**config.mk**
```make
export PLATFORM = sky130hd
export DESIGN_NAME = mdc_regs
export DESIGN_NICKNAME = d
export VERILOG_FILES = /design/src/hdl/mdc_pkg.sv /design/src/hdl/mdc_regs.sv
export SDC_FILE = /design/constraint.sdc
export NUM_CORES = 1
export LEC_CHECK = 0
export BUFFER_PORTS_ARGS = -buffer_cell sky130_fd_sc_hd__buf_4
export CAP_MARGIN = 20
export CORE_ASPECT_RATIO = 1.25
export CORE_UTILIZATION = 32
export CTS_BUF_LIST = sky130_fd_sc_hd__clkbuf_4 sky130_fd_sc_hd__clkbuf_8
export CTS_CLUSTER_SIZE = 14
export DETAILED_ROUTE_END_ITERATION = 8
export PLACE_DENSITY_LB_ADDON = 0.2
export SYNTH_ARGS = -nofsm -noshare
export SYNTH_HDL_FRONTEND = slang
export SYNTH_SLANG_ARGS = --single-unit
```
**constraint.sdc**
```tcl
create_clock -name clock -period 5.5 [get_ports clock]
set_input_delay 1.65 -clock clock [delete_from_list [all_inputs] [get_ports clock]]
set_output_delay 1.65 -clock clock [all_outputs]
set_load 0.05 [all_outputs]
```
**src/hdl/mdc_pkg.sv**
```systemverilog
package mdc_pkg;
	// register addresses (4-bit select field)
	localparam logic [3:0] ADDR_VOICE_COIL_CONTROL  = 4'h1;
	localparam logic [3:0] ADDR_COMMUTATION_PRELOAD = 4'h3;
	localparam logic [3:0] ADDR_AUXILIARY_CONTROL   = 4'h7;

	// voice coil control fields
	localparam int VCC_ATTEN_LSB    = 0;
	localparam int VCC_THERMAL_BIT  = 3;
	localparam int VCC_PARK_BIT     = 4;
	localparam int VCC_SATSEEK_BIT  = 5;
	localparam int VCC_HIZ_BIT      = 6;
	localparam int VCC_PTDIS_BIT    = 7;
	localparam int VCC_LOOPBACK_BIT = 7;

	// commutation preload fields
	localparam int PRE_LOW_LSB   = 0;
	localparam int PRE_HIGH_LSB  = 3;
	localparam int PRE_CHOP_BIT  = 6;
	localparam logic [5:0] PRE_RUN_PATTERN = 6'h3F;

	// auxiliary control fields
	localparam int AUX_START_BIT   = 0;
	localparam int AUX_COIL_BIT    = 1;
	localparam int AUX_SPINDLE_BIT = 2;
	localparam int AUX_THERMAL_BIT = 3;
	localparam int AUX_TEST_BIT    = 4;
	localparam int AUX_SRESET_BIT  = 5;
	localparam int AUX_BRAKE_BIT   = 7;

	// reset values
	localparam logic       RST_PARK_REQ   = 1'b1;
	localparam logic       RST_CHOP_BLANK = 1'b1;
	localparam logic [2:0] RST_ATTEN      = 3'h0;

	// synchronised pin inputs, bit index in the sync vector
	localparam int IN_SAT_CMP  = 0;
	localparam int IN_LOOPBACK = 1;
	localparam int IN_OVERTEMP = 2;
	localparam int IN_DAC_SIGN = 3;
	localparam int IN_BLANKCMP = 4;
	localparam int IN_A_NEGX   = 5;
	localparam int IN_SPCLK    = 6;
	localparam int IN_COUNT    = 7;

	// timing
	localparam int CLK_MHZ       = 125;
	localparam int PARK_DELAY_US = 100;
	localparam int PARK_CYCLES   = PARK_DELAY_US * CLK_MHZ;
	localparam int PARK_CNT_W    = 24;
	localparam int COMM_STEPS    = 6;

	typedef enum logic [1:0] {
		MDC_BRK_IDLE,
		MDC_BRK_PARK,
		MDC_BRK_BRAKE
	} mdc_brake_e;
endpackage : mdc_pkg

```
**src/hdl/mdc_regs.sv**
```systemverilog
`timescale 1ns/10ps

module mdc_regs
	import mdc_pkg::*;
#(
	parameter int PARK_DELAY_CYCLES = PARK_CYCLES
) (
	// clock and reset
	input  wire logic       clock,
	input  wire logic       rst,
	// register access port
	input  wire logic       wr_en,
	input  wire logic       rd_en,
	input  wire logic [3:0] addr,
	input  wire logic       atten_gate_in,
	input  wire logic [7:0] wr_data,
	output logic      [7:0] rd_data,
	output logic            rd_valid,
	// analog status pins
	input  wire logic       sat_comparator,
	input  wire logic       coil_loopback,
	input  wire logic       over_temperature_flag,
	input  wire logic       dac_sign,
	input  wire logic       bemf_blank_cmp,
	input  wire logic       phase_a_neg_crossing,
	input  wire logic       spindle_clock_in,
	// voice coil controls
	output logic      [2:0] atten_active,
	output logic            coil_enable,
	output logic            coil_output_hiz,
	output logic            coil_saturate,
	output logic            coil_sat_polarity,
	output logic            park_active,
	// spindle controls
	output logic      [2:0] phase_high_drive,
	output logic      [2:0] phase_low_drive,
	output logic      [2:0] commutation_counter,
	output logic            commutation_run,
	output logic            spindle_enable,
	output logic            spindle_brake,
	output logic            pwm_off_suppress,
	output logic            slew_control_off,
	output logic            single_phase_bemf,
	// misc
	output logic            test_unlock,
	output logic            soft_reset
);

	typedef struct packed {
		logic [IN_COUNT-1:0]   sync1;
		logic [IN_COUNT-1:0]   sync2;
		logic                  spclk_prev;
		logic [2:0]            atten_sel;
		logic                  atten_gate;
		logic [2:0]            atten_out;
		logic                  park_busy;
		logic [PARK_CNT_W-1:0] park_cnt;
		logic                  sat_seek;
		logic                  sat_pol;
		logic                  coil_hiz;
		logic                  park_timer_disable;
		logic [5:0]            pre_pending;
		logic [5:0]            pre_active;
		logic                  chop_blank_enable;
		logic [2:0]            comm_cnt;
		logic                  comm_run;
		logic [2:0]            hi_drv;
		logic [2:0]            lo_drv;
		logic                  pwm_supp;
		logic                  start;
		logic                  coil_en;
		logic                  spindle_en;
		logic                  test_en;
		logic                  brake_req;
		mdc_brake_e            brake_fsm;
		logic                  brake_on;
		logic                  thermal_flag;
		logic                  int_reset;
		logic [7:0]            rdata;
		logic                  rvalid;
	} mdc_state_s;

	localparam logic [PARK_CNT_W-1:0] PARK_LAST = PARK_CNT_W'(PARK_DELAY_CYCLES - 1);

	mdc_state_s s_q;
	mdc_state_s s_d;

	// bipolar commutation table: one high-side and one low-side phase per step
	// step codes 6 and 7 never occur; they leave every driver off
	function automatic logic [5:0] mdc_comm_pattern(input logic [2:0] step);
		logic [5:0] p;
		p = 6'h00;
		case (step)
			3'd0: p = {3'b001, 3'b010};
			3'd1: p = {3'b001, 3'b100};
			3'd2: p = {3'b010, 3'b100};
			3'd3: p = {3'b010, 3'b001};
			3'd4: p = {3'b100, 3'b001};
			3'd5: p = {3'b100, 3'b010};
			default: p = 6'h00;
		endcase
		return p;
	endfunction : mdc_comm_pattern

	// next-state logic for the whole bank
	always_comb begin
		logic       spclk_rise;
		logic       wr_vcc;
		logic       wr_pre;
		logic       wr_aux;
		logic       rd_vcc;
		logic       rd_aux;
		logic       braking;
		logic [5:0] drive;
		logic [2:0] want_hi;
		logic [2:0] want_lo;
		s_d = s_q;
		spclk_rise = s_q.sync2[IN_SPCLK] & ~s_q.spclk_prev;
		wr_vcc = wr_en & (addr == ADDR_VOICE_COIL_CONTROL);
		wr_pre = wr_en & (addr == ADDR_COMMUTATION_PRELOAD);
		wr_aux = wr_en & (addr == ADDR_AUXILIARY_CONTROL);
		rd_vcc = rd_en & (addr == ADDR_VOICE_COIL_CONTROL);
		rd_aux = rd_en & (addr == ADDR_AUXILIARY_CONTROL);
		braking = (s_q.brake_fsm != MDC_BRK_IDLE);
		drive = 6'h00;
		want_hi = 3'h0;
		want_lo = 3'h0;

		// two-flop synchronisers for every pin input
		// only the second stage is read, so a pin moving near the edge cannot split a decision
		s_d.sync1 = {spindle_clock_in, phase_a_neg_crossing, bemf_blank_cmp, dac_sign,
			over_temperature_flag, coil_loopback, sat_comparator};
		s_d.sync2 = s_q.sync1;
		s_d.spclk_prev = s_q.sync2[IN_SPCLK];

		// voice coil control writes; write-only selects never read back
		if (wr_vcc) begin
			s_d.atten_sel = wr_data[VCC_ATTEN_LSB +: 3];
			s_d.atten_gate = atten_gate_in;
			s_d.sat_seek = wr_data[VCC_SATSEEK_BIT];
			s_d.coil_hiz = wr_data[VCC_HIZ_BIT];
			s_d.park_timer_disable = wr_data[VCC_PTDIS_BIT];
		end
		// cascaded attenuation only while the gate is high, else full gain
		s_d.atten_out = s_q.atten_gate ? s_q.atten_sel : RST_ATTEN;
		s_d.sat_pol = s_q.sync2[IN_DAC_SIGN];

		// park delay: started by the park bit, cut short by the timer disable
		// with the timer disabled a register brake skips the park and brakes at once
		if (s_q.park_timer_disable) begin
			s_d.park_busy = 1'b0;
			s_d.park_cnt = '0;
		end else if (s_q.park_busy) begin
			if (s_q.park_cnt == PARK_LAST) begin
				s_d.park_busy = 1'b0;
				s_d.park_cnt = '0;
			end else begin
				s_d.park_cnt = s_q.park_cnt + 1'b1;
			end
		end
		if (!s_q.park_timer_disable && ((wr_vcc && wr_data[VCC_PARK_BIT] && !s_q.park_busy)
			|| (wr_aux && wr_data[AUX_BRAKE_BIT] && !braking))) begin
			s_d.park_busy = 1'b1;
			s_d.park_cnt = '0;
		end

		// preload: stored now, applied at the next spindle clock rise
		// the pending pattern is held back so a new write never reaches the drivers mid-step
		if (wr_pre) begin
			s_d.pre_pending = wr_data[5:0];
			s_d.chop_blank_enable = wr_data[PRE_CHOP_BIT];
		end
		if (spclk_rise) begin
			s_d.pre_active = s_q.pre_pending;
			s_d.comm_run = (s_q.pre_pending == PRE_RUN_PATTERN);
			if (s_q.comm_run && (s_q.pre_pending == PRE_RUN_PATTERN)) begin
				s_d.comm_cnt = (s_q.comm_cnt == 3'(COMM_STEPS - 1)) ? 3'd0 : s_q.comm_cnt + 3'd1;
			end else begin
				s_d.comm_cnt = 3'd0;
			end
		end

		// drive selection: brake shorts windings via low side, else counter or preload
		// the brake pattern overrides the counter and the preload without disturbing either
		if (s_q.brake_fsm == MDC_BRK_BRAKE) begin
			drive = {3'b000, 3'b111};
		end else if (s_q.comm_run) begin
			drive = mdc_comm_pattern(s_q.comm_cnt);
		end else if (s_q.spindle_en) begin
			drive = s_q.pre_active;
		end
		want_hi = drive[PRE_HIGH_LSB +: 3];
		want_lo = drive[PRE_LOW_LSB +: 3] & ~want_hi;
		// a phase switching sides spends one cycle with both off
		for (int i = 0; i < 3; i++) begin
			if ((s_q.hi_drv[i] && want_lo[i]) || (s_q.lo_drv[i] && want_hi[i])) begin
				s_d.hi_drv[i] = 1'b0;
				s_d.lo_drv[i] = 1'b0;
			end else begin
				s_d.hi_drv[i] = want_hi[i];
				s_d.lo_drv[i] = want_lo[i];
			end
		end
		// chop blank acts at once; it does not wait for the spindle clock
		s_d.pwm_supp = s_q.chop_blank_enable & s_q.sync2[IN_BLANKCMP] & s_q.sync2[IN_A_NEGX];

		// auxiliary control writes; spare bit 6 is dropped
		s_d.int_reset = 1'b0;
		if (wr_aux) begin
			s_d.start = wr_data[AUX_START_BIT];
			s_d.coil_en = wr_data[AUX_COIL_BIT];
			s_d.spindle_en = wr_data[AUX_SPINDLE_BIT];
			s_d.test_en = wr_data[AUX_TEST_BIT];
			s_d.brake_req = wr_data[AUX_BRAKE_BIT];
			s_d.int_reset = wr_data[AUX_SRESET_BIT];
		end

		// register brake: park first, then brake with an internal reset
		case (s_q.brake_fsm)
			MDC_BRK_IDLE: begin
				if (s_q.brake_req) begin
					s_d.brake_fsm = MDC_BRK_PARK;
				end
			end
			MDC_BRK_PARK: begin
				if (!s_q.brake_req) begin
					s_d.brake_fsm = MDC_BRK_IDLE;
				end else if (!s_q.park_busy) begin
					s_d.brake_fsm = MDC_BRK_BRAKE;
					s_d.int_reset = 1'b1;
				end
			end
			MDC_BRK_BRAKE: begin
				if (!s_q.brake_req) begin
					s_d.brake_fsm = MDC_BRK_IDLE;
				end
			end
			default: s_d.brake_fsm = MDC_BRK_IDLE;
		endcase
		// spindle brake output has its own flop, in step with the brake state
		s_d.brake_on = (s_d.brake_fsm == MDC_BRK_BRAKE);

		// internal reset returns controls to defaults; brake request survives it
		// preload pattern and counter are left alone; chop blank returns to its reset value
		if (s_q.int_reset) begin
			s_d.atten_sel = RST_ATTEN;
			s_d.sat_seek = 1'b0;
			s_d.coil_hiz = 1'b0;
			s_d.park_timer_disable = 1'b0;
			s_d.chop_blank_enable = RST_CHOP_BLANK;
			s_d.start = 1'b0;
			s_d.coil_en = 1'b0;
			s_d.spindle_en = 1'b0;
			s_d.test_en = 1'b0;
		end

		// thermal flag is sticky until read; a new event beats the clear
		if (rd_vcc || rd_aux) begin
			s_d.thermal_flag = 1'b0;
		end
		if (s_q.sync2[IN_OVERTEMP]) begin
			s_d.thermal_flag = 1'b1;
		end

		// read path shows live status plus the stored hiz, coil, spindle and test bits
		// every strobe is answered, mapped or not, so a host never waits on a stray address
		s_d.rvalid = rd_en;
		s_d.rdata = 8'h00;
		if (rd_vcc) begin
			s_d.rdata[VCC_THERMAL_BIT] = s_q.thermal_flag;
			s_d.rdata[VCC_PARK_BIT] = s_q.park_busy & ~braking;
			s_d.rdata[VCC_SATSEEK_BIT] = s_q.sync2[IN_SAT_CMP];
			s_d.rdata[VCC_HIZ_BIT] = s_q.coil_hiz;
			s_d.rdata[VCC_LOOPBACK_BIT] = s_q.sync2[IN_LOOPBACK];
		end else if (rd_aux) begin
			s_d.rdata[AUX_COIL_BIT] = s_q.coil_en;
			s_d.rdata[AUX_SPINDLE_BIT] = s_q.spindle_en;
			s_d.rdata[AUX_THERMAL_BIT] = s_q.thermal_flag;
			s_d.rdata[AUX_TEST_BIT] = s_q.test_en;
			s_d.rdata[AUX_BRAKE_BIT] = braking;
		end
	end

	// single register stage for all state
	// synchronous reset, so every flop leaves reset on the same edge
	always_ff @(posedge clock) begin
		if (rst) begin
			s_q <= '0;
			s_q.park_busy <= RST_PARK_REQ;
			s_q.chop_blank_enable <= RST_CHOP_BLANK;
			s_q.brake_fsm <= MDC_BRK_IDLE;
		end else begin
			s_q <= s_d;
		end
	end

	// outputs straight from the state flops
	// no output is decoded, so none can glitch between edges
	assign rd_data = s_q.rdata;
	assign rd_valid = s_q.rvalid;
	assign atten_active = s_q.atten_out;
	assign coil_enable = s_q.coil_en;
	assign coil_output_hiz = s_q.coil_hiz;
	assign coil_saturate = s_q.sat_seek;
	assign coil_sat_polarity = s_q.sat_pol;
	assign park_active = s_q.park_busy;
	assign phase_high_drive = s_q.hi_drv;
	assign phase_low_drive = s_q.lo_drv;
	assign commutation_counter = s_q.comm_cnt;
	assign commutation_run = s_q.comm_run;
	assign spindle_enable = s_q.spindle_en;
	assign spindle_brake = s_q.brake_on;
	assign pwm_off_suppress = s_q.pwm_supp;
	assign slew_control_off = s_q.start;
	assign single_phase_bemf = s_q.start;
	assign test_unlock = s_q.test_en;
	assign soft_reset = s_q.int_reset;

endmodule : mdc_regs

```
==> results_tabular.tex <==
\begin{tabular}{lr}
\hline
Metric & Value \\
\hline
\multicolumn{2}{l}{\textbf{Layout}} \\
\quad Synth-to-layout area growth & 15.14\% \\
\quad Ant. Diodes & 0 \\
\quad Final cell area excluding filler cells & 4463 µm² \\
\quad Fin nets & 483 \\
\quad Share of layout cells above drive strength 1 & 18.83\% \\
\quad Fill cell instance count of the final layout & 1234 \\
\multicolumn{2}{l}{\textbf{Die}} \\
\quad Horizontal extent of the die & 100.4 µm \\
\quad Core Box Area & 11730 µm² \\
\quad Area enclosed by the die boundary & 12560 µm² \\
\quad Site row count & 44 \\
\quad Top Ports & 58 \\
\quad Die height & 125.1 µm \\
\quad Effective utilization at floorplan & 33.06\% \\
\multicolumn{2}{l}{\textbf{Timing}} \\
\quad Setup tns final & 0 ns \\
\quad Tmin final & 3.172 ns \\
\quad Relative slew margins & 45.00\% \\
\quad Pin slew with the least headroom to its limit & 0.8233 ns \\
\quad Final Skew & 0.008489 ns \\
\quad Final period util & 57.68\% \\
\quad Final setup violation count & 0 \\
\quad Max Fclk & 315.2 MHz \\
\quad Unrepaired setup endpoints after global routing & false \\
\quad Final hold violation count & 0 \\
\quad Max Transition Viols Final & 0 \\
\multicolumn{2}{l}{\textbf{Critical path}} \\
\quad Kind of end point of the critical path & flip-flop \\
\quad CP startpoint kind & input pin \\
\quad Delay of the slowest critical-path stage & 0.59 ns \\
\quad Start of the worst register-to-register path & park\_active\$\_SDFF\_PP1\_ \\
\quad Worst path arrival time & 3.41 ns \\
\quad Slowest-stage cell, CP & sky130\_fd\_sc\_hd\_\_o211ai\_2 \\
\quad Req. time, crit path & 5.74 ns \\
\quad Maximum net fanout on the critical path & 14 \\
\quad Reg2reg path depth & 4 \\
\quad Slack of the worst reg-to-reg path & 3.30 ns \\
\quad Setup Crit Path Kind & in2reg \\
\quad Cells along the critical path & buf\_4 > nand3\_1 > or3b\_1 > o211ai\_2 > buf\_6 > nor3\_1 \\
\quad Crit. Startpoint & wr\_en \\
\quad End of the worst register-to-register path & s\_q[66]\$\_SDFFE\_PP0P\_ \\
\multicolumn{2}{l}{\textbf{CTS}} \\
\quad Gates resized, CTS repair & 0 \\
\quad Root cell of the clock tree & sky130\_fd\_sc\_hd\_\_clkbuf\_8 \\
\quad TritonCTS Buffers & 9 \\
\quad Depth of the CTS H-tree & 3 \\
\quad Clock tree buffer depth & 2 \\
\quad Clock-pin slew on the worst setup and hold paths & 0.09 ns \\
\quad Clock tree from TritonCTS & built \\
\quad Sinks on the clock net & 93 \\
\quad Post-CTS Setup Inserts & 0 \\
\quad Clock insertion delay at the later pin of the skew report & 0.38 ns \\
\quad \# hold bufs at CTS & 0 \\
\multicolumn{2}{l}{\textbf{Power}} \\
\quad Static leakage & 1.700 nW \\
\quad Worst vdd rail ir drop & 0.1145 mV \\
\quad Register share of total power & 58.2\% \\
\quad Switching pwr & 287.1 µW \\
\quad Total power density per cell area & 265.1 nW/µm² \\
\quad Net Sw Frac & 24.26\% \\
\quad Part of the power in combinational logic & 5.3\% \\
\quad Clock share of power & 36.5\% \\
\quad P\_int & 896.2 µW \\
\quad Total chip power & 1.183 mW \\
\multicolumn{2}{l}{\textbf{Place}} \\
\quad Cell area reported after detailed placement & 4265 µm² \\
\quad Placed wire-length estimate after detailed placement & 6323 µm \\
\quad Port-buffer cells & 56 \\
\quad Routability Congestion & 0.7993 \\
\multicolumn{2}{l}{\textbf{GRT}} \\
\quad Wire length of the first global-routing pass & 14570 µm \\
\quad Via count of the first global-routing pass & 2952 \\
\quad Total gr overflow & 0 \\
\quad Total routing usage reported by global routing & 15.06\% \\
\quad Largest net degree at the start of global routing & 49 \\
\quad Number of antenna violations at the first check in global routing & 0 \\
\multicolumn{2}{l}{\textbf{Yosys}} \\
\quad Top-area cell type share of the netlist area & 48.03\% \\
\quad Count of synthesis-stage warnings from yosys & 0 \\
\quad Ranking of synthesized cells by instance count & sky130\_fd\_sc\_hd\_\_dfxtp\_1 (93), sky130\_fd\_sc\_hd\_\_nand2\_1 (44), sky130\_fd\_sc\_hd\_\_nor2\_1 (30), sky130\_fd\_sc\_hd\_\_nor2b\_1 (25), sky130\_fd\_sc\_hd\_\_a21oi\_1 (24) \\
\quad Biggest area consumer among synthesized cells & sky130\_fd\_sc\_hd\_\_dfxtp\_1 \\
\quad Mean post-synth cell area & 9.014 µm² \\
\quad Number of flops mapped to enable cells by yosys & 0 \\
\quad Post-synthesis sequential element count & 93 \\
\quad Share of flip-flops with an asynchronous set or reset after synthesis & 0\% \\
\quad Cell area after technology mapping & 3876 µm² \\
\quad Post-synthesis net count & 456 \\
\quad Cells after synthesis & 430 \\
\quad Largest cells by area after synthesis & sky130\_fd\_sc\_hd\_\_dfxtp\_1 (48\%), sky130\_fd\_sc\_hd\_\_buf\_4 (4.3\%), sky130\_fd\_sc\_hd\_\_nand2\_1 (4.3\%) \\
\quad Register area share after synthesis & 48.03\% \\
\quad Most used standard cell by instance count after synthesis & sky130\_fd\_sc\_hd\_\_dfxtp\_1 \\
\quad Distinct cell type count of the synthesized netlist & 51 \\
\quad Dominant register cell in the synthesized netlist & sky130\_fd\_sc\_hd\_\_dfxtp\_1 \\
\multicolumn{2}{l}{\textbf{Route}} \\
\quad Detailed Route WL & 8717 µm \\
\quad Drt drc & 0 \\
\quad Via density & 4.941 \\
\quad Number of antenna-violating nets in the routed design & 0 \\
\quad Detailed Routing Iterations Pass 1 & 4 \\
\quad DRT iter0 DRCs & 127 \\
\quad Routed wire length per instance & 13.99 µm \\
\quad Vias & 3078 \\
\multicolumn{2}{l}{\textbf{Worst hold path}} \\
\quad WHS Path Cells & 1 \\
\quad HP Class & reg2reg \\
\quad WHS Endpoint & phase\_high\_drive[1]\$\_SDFF\_PP0\_ \\
\quad Hold Path Origin & phase\_low\_drive[1]\$\_SDFF\_PP0\_ \\
\multicolumn{2}{l}{\textbf{Job}} \\
\quad Max\_cap viols & 0 \\
\multicolumn{2}{l}{\textbf{Outcome}} \\
\quad Run status & finished clean \\
\hline
\end{tabular}
==> stage by stage <==
| step | util [%] | setup WS [ns] | hold slack (ns) | cells |
|---|---|---|---|---|
| after floorplan | - | 2.376 | 0.3978 | 430 |
| after global placement | 36.37 | 1.734 | 0.4122 | 606 |
| after detailed placement | 36.37 | 1.685 | 0.4123 | 606 |
| after CTS | 37.96 | 2.080 | 0.4408 | 622 |
| after global routing | 38.06 | 2.188 | 0.4529 | 623 |
| final | 38.06 | 2.328 | 0.4334 | 623 |
==> power by group through the flow <==
stage / sequential [mW] / combinational (mW) / clock, mW
2_1_floorplan: 0.707 / 0.0332 / 0
3_3_place_gp: 0.704 / 0.0613 / 0
3_5_place_dp: 0.705 / 0.0624 / 0
4_1_cts: 0.689 / 0.0626 / 0.452
5_1_grt: 0.690 / 0.0690 / 0.480
6_report: 0.689 / 0.0625 / 0.432
==> worst max-delay path by stage <==
stage | cells past startpoint | slack [ns] | to
5_1_grt | 5 | 2.19 | rd_data[7]$_SDFF_PP0_
3_3_place_gp | 5 | 1.73 | s_q[55]$_SDFFE_PP0P_
4_1_cts | 5 | 2.08 | s_q[55]$_SDFFE_PP0P_
3_5_place_dp | 5 | 1.69 | s_q[55]$_SDFFE_PP0P_
2_1_floorplan | 7 | 2.38 | s_q[64]$_SDFFE_PP0P_
6_report | 6 | 2.33 | s_q[55]$_SDFFE_PP0P_
==> worst max-delay path: cells and delay by family <==
| family | cells | cell delay (ns) |
|---|---|---|
| buffers and inverters | 2 | 0.40 |
| AOI/OAI and AO/OA | 1 | 0.59 |
| and+or+nand+nor | 3 | 0.75 |
==> area by class of cell <==
| cell class | instances | area [µm²] | share of cell area [%] |
|---|---|---|---|
| timing repair buffer | 59 | 446.7 | 10.01 |
| clock buffer | 11 | 151.4 | 3.392 |
| inverter | 10 | 37.54 | 0.8410 |
| clock inverter | 5 | 35.03 | 0.7850 |
| multi-input combinational | 284 | 1729 | 38.74 |
| sequential | 93 | 1862 | 41.72 |
| tap | 161 | 201.4 | 4.514 |
==> layer usage <==
layer,GRT usage (%),share of wire (%)
met5,0,0
met4,7.417,2.1
met3,3.186,3.7
met2,25.87,51
met1,17.55,43
==> cells in the final DEF, fill, tap and decap left out, types with 10 or more instances in the layout <==
| cell type | n |
|---|---|
| sky130_fd_sc_hd__dfxtp_1 | 93 |
| sky130_fd_sc_hd__buf_4 | 58 |
| sky130_fd_sc_hd__nand2_1 | 44 |
| sky130_fd_sc_hd__nor2_1 | 30 |
| sky130_fd_sc_hd__nor2b_1 | 25 |
| sky130_fd_sc_hd__a21oi_1 | 24 |
| sky130_fd_sc_hd__nand3_1 | 18 |
| sky130_fd_sc_hd__o21ai_0 | 11 |
| sky130_fd_sc_hd__nor3_1 | 11 |
| sky130_fd_sc_hd__mux2i_1 | 11 |
| sky130_fd_sc_hd__clkbuf_8 | 11 |
| sky130_fd_sc_hd__inv_1 | 10 |
==> flip-flops by register name (all words and copies together), names as in the netlist, 3 cells and up <==
signal / count
atten_active: 3
commutation_counter: 3
phase_high_drive: 3
phase_low_drive: 3
rd_data: 7
s_d: 9
s_q: 52
==> logic make-up after synthesis <==
kind of cell             after synthesis  share of synthesized area, %
AO/OA/AOI/OAI                         69                         11.85
flip-flops                            93                         48.03
buffers and inverters                 53                         7.521
other                                  1                       0.09674
XOR/XNOR                              11                         2.485
adder cells (fa/ha/maj)                2                        0.6455
multiplexers                          11                         2.841
AND/OR/NAND/NOR                      190                         26.53
Note: power is estimated with default switching activity, not from simulation.
